==> config.mk <==
export PLATFORM = sky130hd
export DESIGN_NAME = dscj_ctrl
export DESIGN_NICKNAME = d
export VERILOG_FILES = /design/src/hw/dscj_ctrl.v /design/src/hw/dscj_divider.v
export VERILOG_INCLUDE_DIRS = /design/src /design/src/hw
export SDC_FILE = /design/constraint.sdc
export NUM_CORES = 2
export LEC_CHECK = 0
export BUFFER_PORTS_ARGS = -buffer_cell sky130_fd_sc_hd__buf_2
export CAP_MARGIN = 20
export CORE_MARGIN = 2
export CORE_UTILIZATION = 35
export DETAILED_ROUTE_END_ITERATION = 12
export SLEW_MARGIN = 20
export SYNTH_ARGS = -nofsm -noshare
export SYNTH_HDL_FRONTEND = slang
export SYNTH_SLANG_ARGS = --single-unit
==> constraint.sdc <==
create_clock -name i_clock -period 13.7 [get_ports i_clock]
set_input_delay 2.74 -clock i_clock [delete_from_list [all_inputs] [get_ports i_clock]]
set_output_delay 2.74 -clock i_clock [all_outputs]
set_load 0.01 [all_outputs]
==> src/hw/dscj_defs.vh <==
`ifndef DSCJ_DEFS_VH
`define DSCJ_DEFS_VH

// controller command registers (byte offsets)
`define DSCJ_REG_CTRL      8'h00
`define DSCJ_REG_HACT      8'h04
`define DSCJ_REG_VACT      8'h08
`define DSCJ_REG_SLICE_W   8'h0c
`define DSCJ_REG_SLICE_H   8'h10
`define DSCJ_REG_OVERLAP   8'h14
`define DSCJ_REG_SLICES    8'h18
`define DSCJ_REG_BPP       8'h1c
`define DSCJ_REG_PIXCLK    8'h20
`define DSCJ_REG_CDCLK     8'h24
`define DSCJ_REG_PORTCLK   8'h28
`define DSCJ_REG_LINK      8'h2c
`define DSCJ_REG_STATUS    8'h30

// control field positions
`define DSCJ_CTRL_GO       0
`define DSCJ_CTRL_SPLIT    1
`define DSCJ_CTRL_JOIN     2
`define DSCJ_CTRL_BIG      3
`define DSCJ_CTRL_COMP     4
`define DSCJ_CTRL_MULTI_SEG 5
`define DSCJ_CTRL_FEC      6
`define DSCJ_CTRL_PIPE     7
`define DSCJ_CTRL_SYNC     8
`define DSCJ_CTRL_MODE_LO  9
`define DSCJ_CTRL_RESET    12'h000

// link topology codes
`define DSCJ_MODE_SINGLE   2'h0
`define DSCJ_MODE_DUAL_IND 2'h1
`define DSCJ_MODE_DUAL     2'h2

// device side register offsets
`define DSCJ_DEV_SJ_CTL    8'h00
`define DSCJ_DEV_BR0       8'h10
`define DSCJ_DEV_BR1       8'h20
`define DSCJ_DEV_SLICES    8'h00
`define DSCJ_DEV_PIC       8'h04
`define DSCJ_DEV_PPS       8'h08

// limits
`define DSCJ_MAX_ROWS      16'h0fff
`define DSCJ_MAX_W_ONE     16'h1400
`define DSCJ_MAX_W_TWO     16'h2000
`define DSCJ_BPP_MIN       6'h08
`define DSCJ_BPP_MAX       6'h17
`define DSCJ_RAM_ONE       48'h0000_0000_1e00
`define DSCJ_RAM_TWO       48'h0000_0000_3c00
`define DSCJ_FEC_SCALE     48'h0000_000e_d5e5
`define DSCJ_ONE_SCALE     48'h0000_000f_4240
`define DSCJ_BJ_BITS       48'h0000_0000_0018
`define DSCJ_THRU_BITS     48'h0000_0000_0048
`define DSCJ_LANE_BITS     48'h0000_0000_0008
`define DSCJ_DIV_STEPS     6'h30

`endif

==> src/hw/dscj_ctrl.v <==
// Chosen here: the address-and-strobe port and the placing of the registers.
`timescale 1ns/1ps
module dscj_ctrl
(
  // clock and reset
  input  wire        i_clock,
  input  wire        i_resetn,
  // software register port
  input  wire [7:0]  i_addr,
  input  wire [31:0] i_wdata,
  input  wire        i_wr,
  input  wire        i_rd,
  output reg  [31:0] o_rdata,
  // device pins
  input  wire        i_vblank,
  output reg  [7:0]  o_dev_addr,
  output reg  [31:0] o_dev_wdata,
  output reg         o_dev_wr
);
`include "dscj_defs.vh"

  localparam S_IDLE  = 3'h0;
  localparam S_GO    = 3'h1;
  localparam S_WAIT  = 3'h2;
  localparam S_EVAL  = 3'h3;
  localparam S_VB    = 3'h4;
  localparam S_WRITE = 3'h5;

  reg  [11:0] ctrl_r;
  reg  [15:0] hact_r;
  reg  [15:0] vact_r;
  reg  [15:0] slice_w_r;
  reg  [15:0] slice_h_r;
  reg  [15:0] overlap_r;
  reg  [3:0]  slices_r;
  reg  [5:0]  bpp_r;
  reg  [12:0] pixclk_r;
  reg  [12:0] cdclk_r;
  reg  [12:0] portclk_r;
  reg  [5:0]  link_r;
  reg  [2:0]  state_r;
  reg  [2:0]  step_r;
  reg  [2:0]  widx_r;
  reg         busy_r;
  reg         done_r;
  reg  [7:0]  err_r;
  reg  [11:0] rows_r;
  reg  [5:0]  lim_link_r;
  reg  [5:0]  lim_thru_r;
  reg  [5:0]  lim_bj_r;
  reg  [5:0]  lim_ram_r;
  reg  [5:0]  max_bpp_r;
  reg         div_start_r;
  reg         vb_s1_r;
  reg         vb_s2_r;
  reg         vb_prev_r;
  reg  [47:0] div_num;
  reg  [47:0] div_den;
  reg  [7:0]  err_nxt;
  reg  [5:0]  lim_min;
  wire        div_done;
  wire [47:0] div_quot;
  wire [47:0] div_rem;

  wire        split   = ctrl_r[`DSCJ_CTRL_SPLIT];
  wire        join_en = ctrl_r[`DSCJ_CTRL_JOIN];
  wire        big     = ctrl_r[`DSCJ_CTRL_BIG];
  wire        comp    = ctrl_r[`DSCJ_CTRL_COMP];
  wire        multi_segment_operation = ctrl_r[`DSCJ_CTRL_MULTI_SEG];
  wire [1:0]  mode    = ctrl_r[`DSCJ_CTRL_MODE_LO+1:`DSCJ_CTRL_MODE_LO];
  wire [2:0]  lanes   = link_r[2:0];
  wire [1:0]  ppc     = link_r[5:4];
  wire [3:0]  br_slices = split ? {1'b0, slices_r[3:1]} : slices_r;
  // overlap pixels counted in the width
  wire [15:0] hwidth  = multi_segment_operation ? hact_r + overlap_r : hact_r;
  wire [15:0] pic_w   = (split ? {1'b0, hact_r[15:1]} : hact_r) + (multi_segment_operation ? overlap_r : 16'h0);
  wire [47:0] scale   = ctrl_r[`DSCJ_CTRL_FEC] ? `DSCJ_FEC_SCALE : `DSCJ_ONE_SCALE;
  wire [47:0] pix_den = {35'h0, pixclk_r} * `DSCJ_ONE_SCALE;
  wire [15:0] pipe_bw = {14'h0, ppc} * {3'h0, cdclk_r} * (big ? 16'h2 : 16'h1);

  function [5:0] sat6;
    input [47:0] q;
    begin
      sat6 = (q > 48'h3f) ? 6'h3f : q[5:0];
    end
  endfunction

  // device register image for write slot n
  function [39:0] dev_word;
    input [2:0] n;
    reg   [7:0] base;
    begin
      base = n[2] ? `DSCJ_DEV_BR1 : `DSCJ_DEV_BR0;
      case (n)
        // joined stream on upper/left; link map
        3'h0:    dev_word = {`DSCJ_DEV_SJ_CTL, 23'h0, ctrl_r[`DSCJ_CTRL_SYNC], mode, 1'b1,
                             join_en, comp, big, join_en, split};
        3'h1,
        3'h4:    dev_word = {base + `DSCJ_DEV_SLICES, 4'h0, rows_r, 12'h0, br_slices};
        3'h2,
        3'h5:    dev_word = {base + `DSCJ_DEV_PIC, vact_r, pic_w};
        // parameter set states full frame width
        3'h3,
        3'h6:    dev_word = {base + `DSCJ_DEV_PPS, 10'h0, bpp_r, hwidth};
        default: dev_word = 40'h0;
      endcase
    end
  endfunction

  // image of the word in the current write slot
  wire [39:0] dev_cur = dev_word(widx_r);

  // pin synchroniser
  always @(posedge i_clock or negedge i_resetn)
  begin
    if (!i_resetn)
    begin
      vb_s1_r   <= 1'b0;
      vb_s2_r   <= 1'b0;
      vb_prev_r <= 1'b0;
    end
    else
    begin
      vb_s1_r   <= i_vblank;
      vb_s2_r   <= vb_s1_r;
      vb_prev_r <= vb_s2_r;
    end
  end

  // divider operand selection per step
  always @*
  begin
    div_num = 48'h0;
    div_den = pix_den;
    case (step_r)
      3'h0:
      begin
        div_num = {32'h0, hwidth};
        div_den = {32'h0, slice_w_r};
      end
      3'h1:
      begin
        div_num = {32'h0, vact_r};
        div_den = {32'h0, slice_h_r};
      end
      // strict bound, hence the minus one
      3'h2: div_num = {45'h0, lanes} * {35'h0, portclk_r} * `DSCJ_LANE_BITS * scale - 48'h1;
      3'h3: div_num = {35'h0, portclk_r} * `DSCJ_THRU_BITS * scale - 48'h1;
      3'h4: div_num = {46'h0, ppc} * {35'h0, cdclk_r} * `DSCJ_BJ_BITS * scale;
      3'h5:
      begin
        div_num = (big ? `DSCJ_RAM_TWO : `DSCJ_RAM_ONE) * 48'h8;
        div_den = {32'h0, hwidth};
      end
      default: div_num = 48'h0;
    endcase
  end

  // static configuration faults
  always @*
  begin
    err_nxt = 8'h0;
    // one or two slices per branch, even split
    if ((br_slices != 4'h1 && br_slices != 4'h2) || (split && slices_r[0]))
      err_nxt[0] = 1'b1;
    // joiner needs both branches, two or four slices
    if (join_en && (!split || (slices_r != 4'h2 && slices_r != 4'h4)))
      err_nxt[0] = 1'b1;
    // big joiner four or eight, otherwise at most four
    if (big ? (slices_r != 4'h4 && slices_r != 4'h8) : (slices_r > 4'h4))
      err_nxt[0] = 1'b1;
    // big joiner needs small joiner and compression
    if (big && (!join_en || !comp))
      err_nxt[1] = 1'b1;
    if (hact_r > (big ? `DSCJ_MAX_W_TWO : `DSCJ_MAX_W_ONE) || hact_r == 16'h0)
      err_nxt[4] = 1'b1;
    if ({3'h0, pixclk_r} >= pipe_bw)
      err_nxt[5] = 1'b1;
    if (mode == `DSCJ_MODE_DUAL &&
        (!split || join_en || ctrl_r[`DSCJ_CTRL_PIPE] || !ctrl_r[`DSCJ_CTRL_SYNC]))
      err_nxt[7] = 1'b1;
    // independent links need this pipe's joined pair
    if (mode == `DSCJ_MODE_DUAL_IND && (!split || !join_en))
      err_nxt[7] = 1'b1;
  end

  always @*
  begin
    lim_min = lim_link_r;
    if (lim_thru_r < lim_min)
      lim_min = lim_thru_r;
    if (big && lim_bj_r < lim_min)
      lim_min = lim_bj_r;
    if (lim_ram_r < lim_min)
      lim_min = lim_ram_r;
    if (lim_min > `DSCJ_BPP_MAX)
      lim_min = `DSCJ_BPP_MAX;
  end

  // software registers and sequencer
  always @(posedge i_clock or negedge i_resetn)
  begin
    if (!i_resetn)
    begin
      ctrl_r      <= `DSCJ_CTRL_RESET;
      hact_r      <= 16'h0;
      vact_r      <= 16'h0;
      slice_w_r   <= 16'h0;
      slice_h_r   <= 16'h0;
      overlap_r   <= 16'h0;
      slices_r    <= 4'h0;
      bpp_r       <= 6'h0;
      pixclk_r    <= 13'h0;
      cdclk_r     <= 13'h0;
      portclk_r   <= 13'h0;
      link_r      <= 6'h0;
      state_r     <= S_IDLE;
      step_r      <= 3'h0;
      widx_r      <= 3'h0;
      busy_r      <= 1'b0;
      done_r      <= 1'b0;
      err_r       <= 8'h0;
      rows_r      <= 12'h0;
      lim_link_r  <= 6'h0;
      lim_thru_r  <= 6'h0;
      lim_bj_r    <= 6'h0;
      lim_ram_r   <= 6'h0;
      max_bpp_r   <= 6'h0;
      div_start_r <= 1'b0;
      o_rdata     <= 32'h0;
      o_dev_addr  <= 8'h0;
      o_dev_wdata <= 32'h0;
      o_dev_wr    <= 1'b0;
    end
    else
    begin
      div_start_r <= 1'b0;
      o_dev_wr    <= 1'b0;
      o_rdata     <= 32'h0;
      if (i_wr && !busy_r)
      begin
        case (i_addr)
          `DSCJ_REG_CTRL:    ctrl_r    <= {i_wdata[11:1], 1'b0};
          `DSCJ_REG_HACT:    hact_r    <= i_wdata[15:0];
          `DSCJ_REG_VACT:    vact_r    <= i_wdata[15:0];
          `DSCJ_REG_SLICE_W: slice_w_r <= i_wdata[15:0];
          `DSCJ_REG_SLICE_H: slice_h_r <= i_wdata[15:0];
          `DSCJ_REG_OVERLAP: overlap_r <= i_wdata[15:0];
          `DSCJ_REG_SLICES:  slices_r  <= i_wdata[3:0];
          `DSCJ_REG_BPP:     bpp_r     <= i_wdata[5:0];
          `DSCJ_REG_PIXCLK:  pixclk_r  <= i_wdata[12:0];
          `DSCJ_REG_CDCLK:   cdclk_r   <= i_wdata[12:0];
          `DSCJ_REG_PORTCLK: portclk_r <= i_wdata[12:0];
          `DSCJ_REG_LINK:    link_r    <= i_wdata[5:0];
          default:           ctrl_r    <= ctrl_r;
        endcase
      end
      if (i_rd)
      begin
        case (i_addr)
          `DSCJ_REG_CTRL:    o_rdata <= {20'h0, ctrl_r};
          `DSCJ_REG_HACT:    o_rdata <= {16'h0, hact_r};
          `DSCJ_REG_VACT:    o_rdata <= {16'h0, vact_r};
          `DSCJ_REG_SLICE_W: o_rdata <= {16'h0, slice_w_r};
          `DSCJ_REG_SLICE_H: o_rdata <= {16'h0, slice_h_r};
          `DSCJ_REG_OVERLAP: o_rdata <= {16'h0, overlap_r};
          `DSCJ_REG_SLICES:  o_rdata <= {28'h0, slices_r};
          `DSCJ_REG_BPP:     o_rdata <= {26'h0, bpp_r};
          `DSCJ_REG_PIXCLK:  o_rdata <= {19'h0, pixclk_r};
          `DSCJ_REG_CDCLK:   o_rdata <= {19'h0, cdclk_r};
          `DSCJ_REG_PORTCLK: o_rdata <= {19'h0, portclk_r};
          `DSCJ_REG_LINK:    o_rdata <= {26'h0, link_r};
          `DSCJ_REG_STATUS:  o_rdata <= {2'h0, busy_r, done_r, rows_r, 2'h0, max_bpp_r, err_r};
          default:           o_rdata <= 32'h0;
        endcase
      end
      case (state_r)
        S_IDLE:
        begin
          if (i_wr && !busy_r && i_addr == `DSCJ_REG_CTRL && i_wdata[`DSCJ_CTRL_GO])
          begin
            busy_r  <= 1'b1;
            done_r  <= 1'b0;
            err_r   <= 8'h0;
            step_r  <= 3'h0;
            state_r <= S_GO;
          end
        end
        S_GO:
        begin
          if (step_r == 3'h0)
            err_r <= err_nxt;
          div_start_r <= 1'b1;
          state_r     <= S_WAIT;
        end
        S_WAIT:
        begin
          if (div_done)
          begin
            case (step_r)
              // width must divide by slice width
              3'h0: if (div_rem != 48'h0 || slice_w_r == 16'h0) err_r[2] <= 1'b1;
              3'h1:
              begin
                if (div_rem != 48'h0 || div_quot == 48'h0 || div_quot > {32'h0, `DSCJ_MAX_ROWS})
                  err_r[3] <= 1'b1;
                rows_r <= div_quot[11:0];
              end
              3'h2: lim_link_r <= sat6(div_quot);
              3'h3: lim_thru_r <= sat6(div_quot);
              3'h4: lim_bj_r   <= sat6(div_quot);
              3'h5: lim_ram_r  <= sat6(div_quot);
              default: lim_ram_r <= lim_ram_r;
            endcase
            step_r  <= step_r + 3'h1;
            state_r <= (step_r == 3'h5) ? S_EVAL : S_GO;
          end
        end
        S_EVAL:
        begin
          max_bpp_r <= lim_min;
          if (bpp_r < `DSCJ_BPP_MIN || bpp_r > lim_min || err_r != 8'h0)
          begin
            err_r[6] <= (bpp_r < `DSCJ_BPP_MIN || bpp_r > lim_min);
            busy_r   <= 1'b0;
            done_r   <= 1'b1;
            state_r  <= S_IDLE;
          end
          else
            state_r <= S_VB;
        end
        S_VB:
        begin
          // start right after blank ends so the burst lands before the next
          if (vb_prev_r && !vb_s2_r)
          begin
            widx_r  <= 3'h0;
            state_r <= S_WRITE;
          end
        end
        S_WRITE:
        begin
          o_dev_wr    <= 1'b1;
          o_dev_addr  <= dev_cur[39:32];
          o_dev_wdata <= dev_cur[31:0];
          widx_r      <= widx_r + 3'h1;
          if (widx_r == (split ? 3'h6 : 3'h3))
          begin
            busy_r  <= 1'b0;
            done_r  <= 1'b1;
            state_r <= S_IDLE;
          end
        end
        default: state_r <= S_IDLE;
      endcase
    end
  end

  dscj_divider u_div
  (
    .i_clock  (i_clock),
    .i_resetn (i_resetn),
    .i_start  (div_start_r),
    .i_num    (div_num),
    .i_den    (div_den),
    .o_done   (div_done),
    .o_quot   (div_quot),
    .o_rem    (div_rem)
  );

endmodule

==> src/hw/dscj_divider.v <==
`timescale 1ns/1ps
// restoring divider, one quotient bit per cycle
module dscj_divider
(
  // clock and reset
  input  wire        i_clock,
  input  wire        i_resetn,
  // request
  input  wire        i_start,
  input  wire [47:0] i_num,
  input  wire [47:0] i_den,
  // answer
  output reg         o_done,
  output reg  [47:0] o_quot,
  output reg  [47:0] o_rem
);
`include "dscj_defs.vh"

  reg  [47:0] den_r;
  reg  [5:0]  cnt_r;
  wire [47:0] trial;

  assign trial = {o_rem[46:0], o_quot[47]};

  // a zero divisor yields an all-ones quotient; only the row count step catches it as a range fault
  always @(posedge i_clock or negedge i_resetn)
  begin
    if (!i_resetn)
    begin
      den_r  <= 48'h0;
      cnt_r  <= 6'h0;
      o_done <= 1'b0;
      o_quot <= 48'h0;
      o_rem  <= 48'h0;
    end
    else
    begin
      o_done <= 1'b0;
      if (i_start)
      begin
        den_r  <= i_den;
        o_quot <= i_num;
        o_rem  <= 48'h0;
        cnt_r  <= `DSCJ_DIV_STEPS;
      end
      else if (cnt_r != 6'h0)
      begin
        cnt_r <= cnt_r - 6'h1;
        if (trial >= den_r)
        begin
          o_rem  <= trial - den_r;
          o_quot <= {o_quot[46:0], 1'b1};
        end
        else
        begin
          o_rem  <= trial;
          o_quot <= {o_quot[46:0], 1'b0};
        end
        if (cnt_r == 6'h1)
          o_done <= 1'b1;
      end
    end
  end

endmodule

# Yosys cells after proc, flatten, opt, wreduce, memory -nomap -nowiden

Cells that the tools add are included.

Memory bits (writable): 0
Word-level logic and storage cells: 271
Bits of input ports: 45
Bits in registers: 435
ROM bits: 0
Memories kept: 0
Output and inout port bits: 73
Bits in latches: 0

Reductions and logical operators: 77
$lt $le $gt $ge: 12
$mul: 10
Divide/modulo/power cells: 0
Multiplexer cells: 75
Shift-type cells: 0
Add/subtract/negate cells: 10
Eq/ne operators: 47
Bitwise operators: 0

Operators by type and width:

| operator                                                         | count |
|---|---|
| one-hot mux 30 bit (13 select lines)                             | 1 |
| one-hot mux 48 bit (6 select lines)                              | 1 |
| two-way mux 48 bit                                               | 5 |
| one-hot mux 39 bit (4 select lines)                              | 1 |
| one-hot mux 33 bit (3 select lines)                              | 1 |
| multiplier 17 x 20 -> 37 bit                                     | 2 |
| greater-or-equal comparator 48 bit                               | 1 |
| greater-than comparator 48 x 12 -> 1 bit (second input constant) | 1 |
| greater-than comparator 48 x 6 -> 1 bit (second input constant)  | 1 |
| logical NOT 48 bit                                               | 1 |
| two-way mux 16 bit                                               | 3 |
| two-way mux 6 bit                                                | 8 |
| nonzero test 48 bit                                              | 1 |
| subtractor 48 bit                                                | 1 |
| subtractor 40 x 1 -> 41 bit (second input constant)              | 1 |
| == test 8 x 6 -> 1 bit (second input constant)                   | 5 |
| subtractor 39 x 1 -> 40 bit (second input constant)              | 1 |
| multiplier 16 x 20 -> 36 bit                                     | 1 |
| adder 16 bit                                                     | 2 |
| == test 8 x 5 -> 1 bit (second input constant)                   | 4 |
| logical NOT 16 bit                                               | 2 |
| multiplier 2 x 13 -> 15 bit                                      | 2 |
| two-way mux 30 bit                                               | 1 |
| two-way mux 14 bit                                               | 2 |
| 57 further kinds                                                 | 182 |

# Depth between registers and ports, before layout

Word-level depth: 14
Gate-level depth with buffers: 45
Depth with buffers taken out: 44

# Hierarchy

From an unflattened synthesis, not the netlist that was laid out.

Cell total of the unflattened synthesis: 6158
Area, all modules: 56315.3 µm²

By module, submodules not included:

| module       | seq. area each (µm²) | area each (µm²) | cells each | times used |
|---|---|---|---|---|
| dscj_ctrl    | 6956.7               | 46791.1         | 5055       | 1 |
| dscj_divider | 3778.6               | 9524.1          | 1103       | 1 |

# Worst setup path before layout

No wires, ideal clock.

Kind: register to register
Start: register link_r[0]
End: register u_div.o_quot[47]
Arrival: 10449 ps
Required time: 13627 ps
Clock period less this slack: 10522 ps
Setup time: 73 ps
Cell stages (with the launch flop): 40
Buffers on the path: 2
Path slack: 3178 ps
Cell sequence: dfrtp_1 clkbuf_1 clkbuf_1 nand2_1 fa_1 inv_1 ha_1 nor2b_1 o21ai_0 a21boi_0 o21ai_0 a21boi_0 o21ai_0 a21boi_0 o21a_1 o41a_1 xor2_1 inv_1 [4 not listed] fa_1 fa_1 inv_1 fa_1 inv_1 ha_1 a21oi_1 o21ai_0 or2_2 and3b_1 o31ai_1 a211oi_1 xnor2_1 or3_1 nor4_2 nand2_1 a21o_4 a21oi_2

Longest elaborated chain between the ends: 5

Ends and longest elaborated chain:

| item                                | line              | text |
|---|---|---|
| from (decl)                         | dscj_ctrl.v:40    | `reg [5:0] link_r;` |
| from (signal assigned)              | dscj_ctrl.v:254   | `` `DSCJ_REG_LINK: link_r <= i_wdata[5:0]; `` |
| multiplier 3 x 13 -> 16 bit         | dscj_ctrl.v:147   | `` 3'h2: div_num = {45'h0, lanes} * {35'h0, portclk_r} * `DSCJ_LANE_BITS * scale - 48'h1; `` |
| multiplier 16 x 20 -> 36 bit        | dscj_ctrl.v:147   |  |
| subtractor 39 x 1 -> 40 bit         | dscj_ctrl.v:147   |  |
| one-hot mux 48 bit (6 select lines) | dscj_ctrl.v:135   | `case (step_r)` |
| two-way mux 48 bit                  | dscj_divider.v:39 | `if (i_start)` |
| to (signal assigned)                | dscj_divider.v:42 | `o_quot <= i_num;` |
| to (signal assigned)                | dscj_divider.v:52 | `o_quot <= {o_quot[46:0], 1'b1};` |
| to (signal assigned)                | dscj_divider.v:57 | `o_quot <= {o_quot[46:0], 1'b0};` |
| to (decl)                           | dscj_divider.v:14 | `output reg [47:0] o_quot,` |

No other way between the ends.
A chain may end at the register's enable or synchronous reset.

# Worst setup path in the final report

Same ends and word-level chain as after synthesis.

==> impl_results.md <==
- Status: completed
- Hold Crit Depth: 0
- Post-CTS sizing: 0
- CP Data Required Time: 14.26 ns
- DRT Pass-1 Iters: 7
- DIE AREA: 160000 µm²
- Max clock buf depth: 3
- Vias in the first global route: 44200
- Final clock skew: 0.0219 ns
- Clock Sinks: 414
- Max-slew violation count: 0
- Total Routing Usage GR: 21.4%
- Max Fclk: 0.0803 GHz
- Final hold vios: 0
- GPL Wtd Cong: 0.976
- CP max FO: 17
- Synth Area in Adders: 37.4%
- First-pass GRT wire length: 264000 µm
- IR drop worst, VDD: 0.118 mV
- DRC violation count after routing: 0
- Xor/xnor share of the synthesized area: 4.61%
- DP HPWL: 138000 µm
- Worst-case reg-to-reg path depth: 39
- Setup TNS: 0 ns
- Sequential share of the synthesized area: 18.9%
- FFs w/ async S/R, synth: 100%
- Crit end category: flop
- HP Start: vb_s1_r
- Routed vias: 43800
- Post-synthesis mux area share: 4.52%
- Reg-to-Reg End: u_div.o_quot[47]
- Count leader, synth: inv_1
- Final WS setup: 1.24 ns
- Largest family of logic cells by synthesized area: adder cells
- Critical path type: reg -> reg
- Pre-CTS WS: 1.47 ns
- Hold-fix buffers at CTS: 0
- Hold Path Sink: vb_s2_r
- Main synth FF type: dfrtp_1
- Initial antenna violation count: 12
- Final hold slack: 0.361 ns
- Starting DRT DRC Count: 3696
- Final min period: 12.46 ns
- Flop2flop setup slack: 1.24 ns
- PwrDens: 99.9 nW/µm²
- Postcts setup bufs: 0
- Post-Synthesis Cells: 5944
- Final WL: 171000 µm
- YS warnings: 0
- CTS tree: done
- Area share of the largest cell type after synthesis: 20.6%
- Die Y: 400 µm
- Drt wl/cell: 21.2 µm
- Final worst path period share: 90.9%
- Port buffer count: 95
- Setup violators final: 0
- Class of the worst hold path: reg -> reg
- Pin count of the biggest net entering global routing: 88
- Leakage power: 31.4 nW
- Slew @ Worst Pin: 1.27 ns
- Yosys top cell by area: fa_1
- Compound-Gate Fraction of Synth Area: 14.6%
- RSZ-0062 raised after global routing: false
- Clock Latency Late Sink: 0.65 ns
- Placed cell count: 7965
- Worst r2r src: link_r[0]
- Commonest cells post-synth: inv_1, ha_1, fa_1, dfrtp_1, nor2_1
- Total CTS buffers: 50
- CTS H-tree lvls: 2
- Core box area: 156000 µm²
- # nets final: 7304
- CP dominant cell by count: fa_1
- CP arrival: 13.02 ns
- Simple-gate share of the synthesized area: 11.5%
- FF+latch count, synth: 414
- Crit-path max cell delay: 0.74 ns
- Synth unique cells: 104
- Vias/cell: 5.43
- Post-synth EDFFs: 0
- Non-Filler Instances: 8066
- Syn_area_per_cell: 9.23 µm²
- Routed Antenna Nets: 0
- Ranking of synthesized cells by area: fa_1, dfrtp_1, ha_1
- Slowest CP cell: dfrtp_1
- Max-Cap Viols: 0
- Layout cells sized above 1: 8.48%
- I/O pins: 118
- Crit path launch type: flop
- Horiz. Die Dim: 400 µm
- GR Overflow Total: 0
- Clock transition at path regs: 0.06 ns
- Area growth syn-to-layout: 8.38%
- Num rows: 145
- Post-synthesis cell area: 54900 µm²
- Worst slew margin: 14.9%
- Clock root buffer: clkbuf_16
- Initial Util: 35.2%
[cells in the final DEF, fill, tap and decap left out, types with 101 or more instances in the layout]
master   netlist  layout
nor3_1       101     101
fa_1         565     565
dfrtp_1      414     412
nand2_1      347     347
nor2_1       411     409
a21oi_1      278     278
xnor2_1      192     192
ha_1         734     734
inv_1       1003    1002
mux2_2       182     182
o21ai_0      204     204
[power by group]
part           leakage [nW]  internal (W)  switching [W]  total (W)
combinational          25.0       0.00110        0.00169    0.00279
clock                 0.864      0.000852       0.000607    0.00146
sequential             5.55       0.00144       0.000258    0.00169
[layer usage]
metal / global-route usage [%] / vias up / routed length (µm)
met1: 29.8 / 21800 / 75900
met2: 33.6 / 1462 / 76200
met4: 7.37 / 10 / 6660
met3: 3.40 / 320 / 12000
met5: 0 / - / 70
li1: - / 20200 / -
[worst max-delay path: cells and delay by family, from the launching register on]
| kind | cells | cell delay, ns |
|---|---|---|
| AO/OA/AOI/OAI | 15 | 3.46 |
| XOR/XNOR | 2 | 0.74 |
| adder cells (fa/ha/maj) | 10 | 4.65 |
| buffers and inverters | 5 | 0.61 |
| flip-flops | 1 | 0.74 |
| AND/OR/NAND/NOR | 7 | 2.17 |
[registers in the layout, indices dropped and copies added, names as in the netlist, 8 cells and up]
name,cells
pixclk_r,13
u_div.o_rem,48
slice_h_r,16
slice_w_r,16
vact_r,16
o_rdata,30
u_div.o_quot,48
err_r,8
ctrl_r,11
o_dev_wdata,32
hact_r,16
cdclk_r,13
portclk_r,13
overlap_r,16
rows_r,12
u_div.den_r,33
[metrics by stage]
step / total power (W) / instance area (µm²) / utilization (%)
2_1_floorplan: 0.00371 / 55000 / -
3_3_place_gp: 0.00441 / 57600 / 36.9
3_5_place_dp: 0.00447 / 57600 / 36.9
4_1_cts: 0.00594 / 59400 / 38.1
5_1_grt: 0.00636 / 59500 / 38.1
6_report: 0.00594 / 59500 / 38.1
[kinds of logic after synthesis]
kind of cell / count (synthesis)
AOI/OAI and AO/OA: 1185
DFF: 414
and+or+nand+nor: 1309
buffers and inverters: 1222
other: 2
xor gates and xnor gates: 287
muxes: 225
adders and majority gates: 1300
[cell type report]
class | count | area, µm²
Antenna cell | 7 | 17.5
Clock buffer | 66 | 1420
Clock inverter | 27 | 360
Fill cell | 15800 | 96500
Inverter | 1005 | 3770
Multi-Input combinational cell | 4328 | 40000
Sequential cell | 414 | 10400
Tap cell | 2058 | 2570
Timing Repair Buffer | 161 | 1000
[worst max-delay path by stage]
stage / from / end / slack (ns) / depth (start not counted)
after floorplan: link_r[0] / u_div.o_quot[47] / 3.18 / 39
after global placement: link_r[0] / u_div.o_quot[47] / 1.62 / 39
after detailed placement: link_r[0] / u_div.o_quot[42] / 1.47 / 39
after CTS: link_r[0] / u_div.o_quot[47] / 1.40 / 39
after global routing: link_r[0] / u_div.o_quot[47] / 0.40 / 39
final: link_r[0] / u_div.o_quot[47] / 1.24 / 39
(Power assumes the default switching activity.)
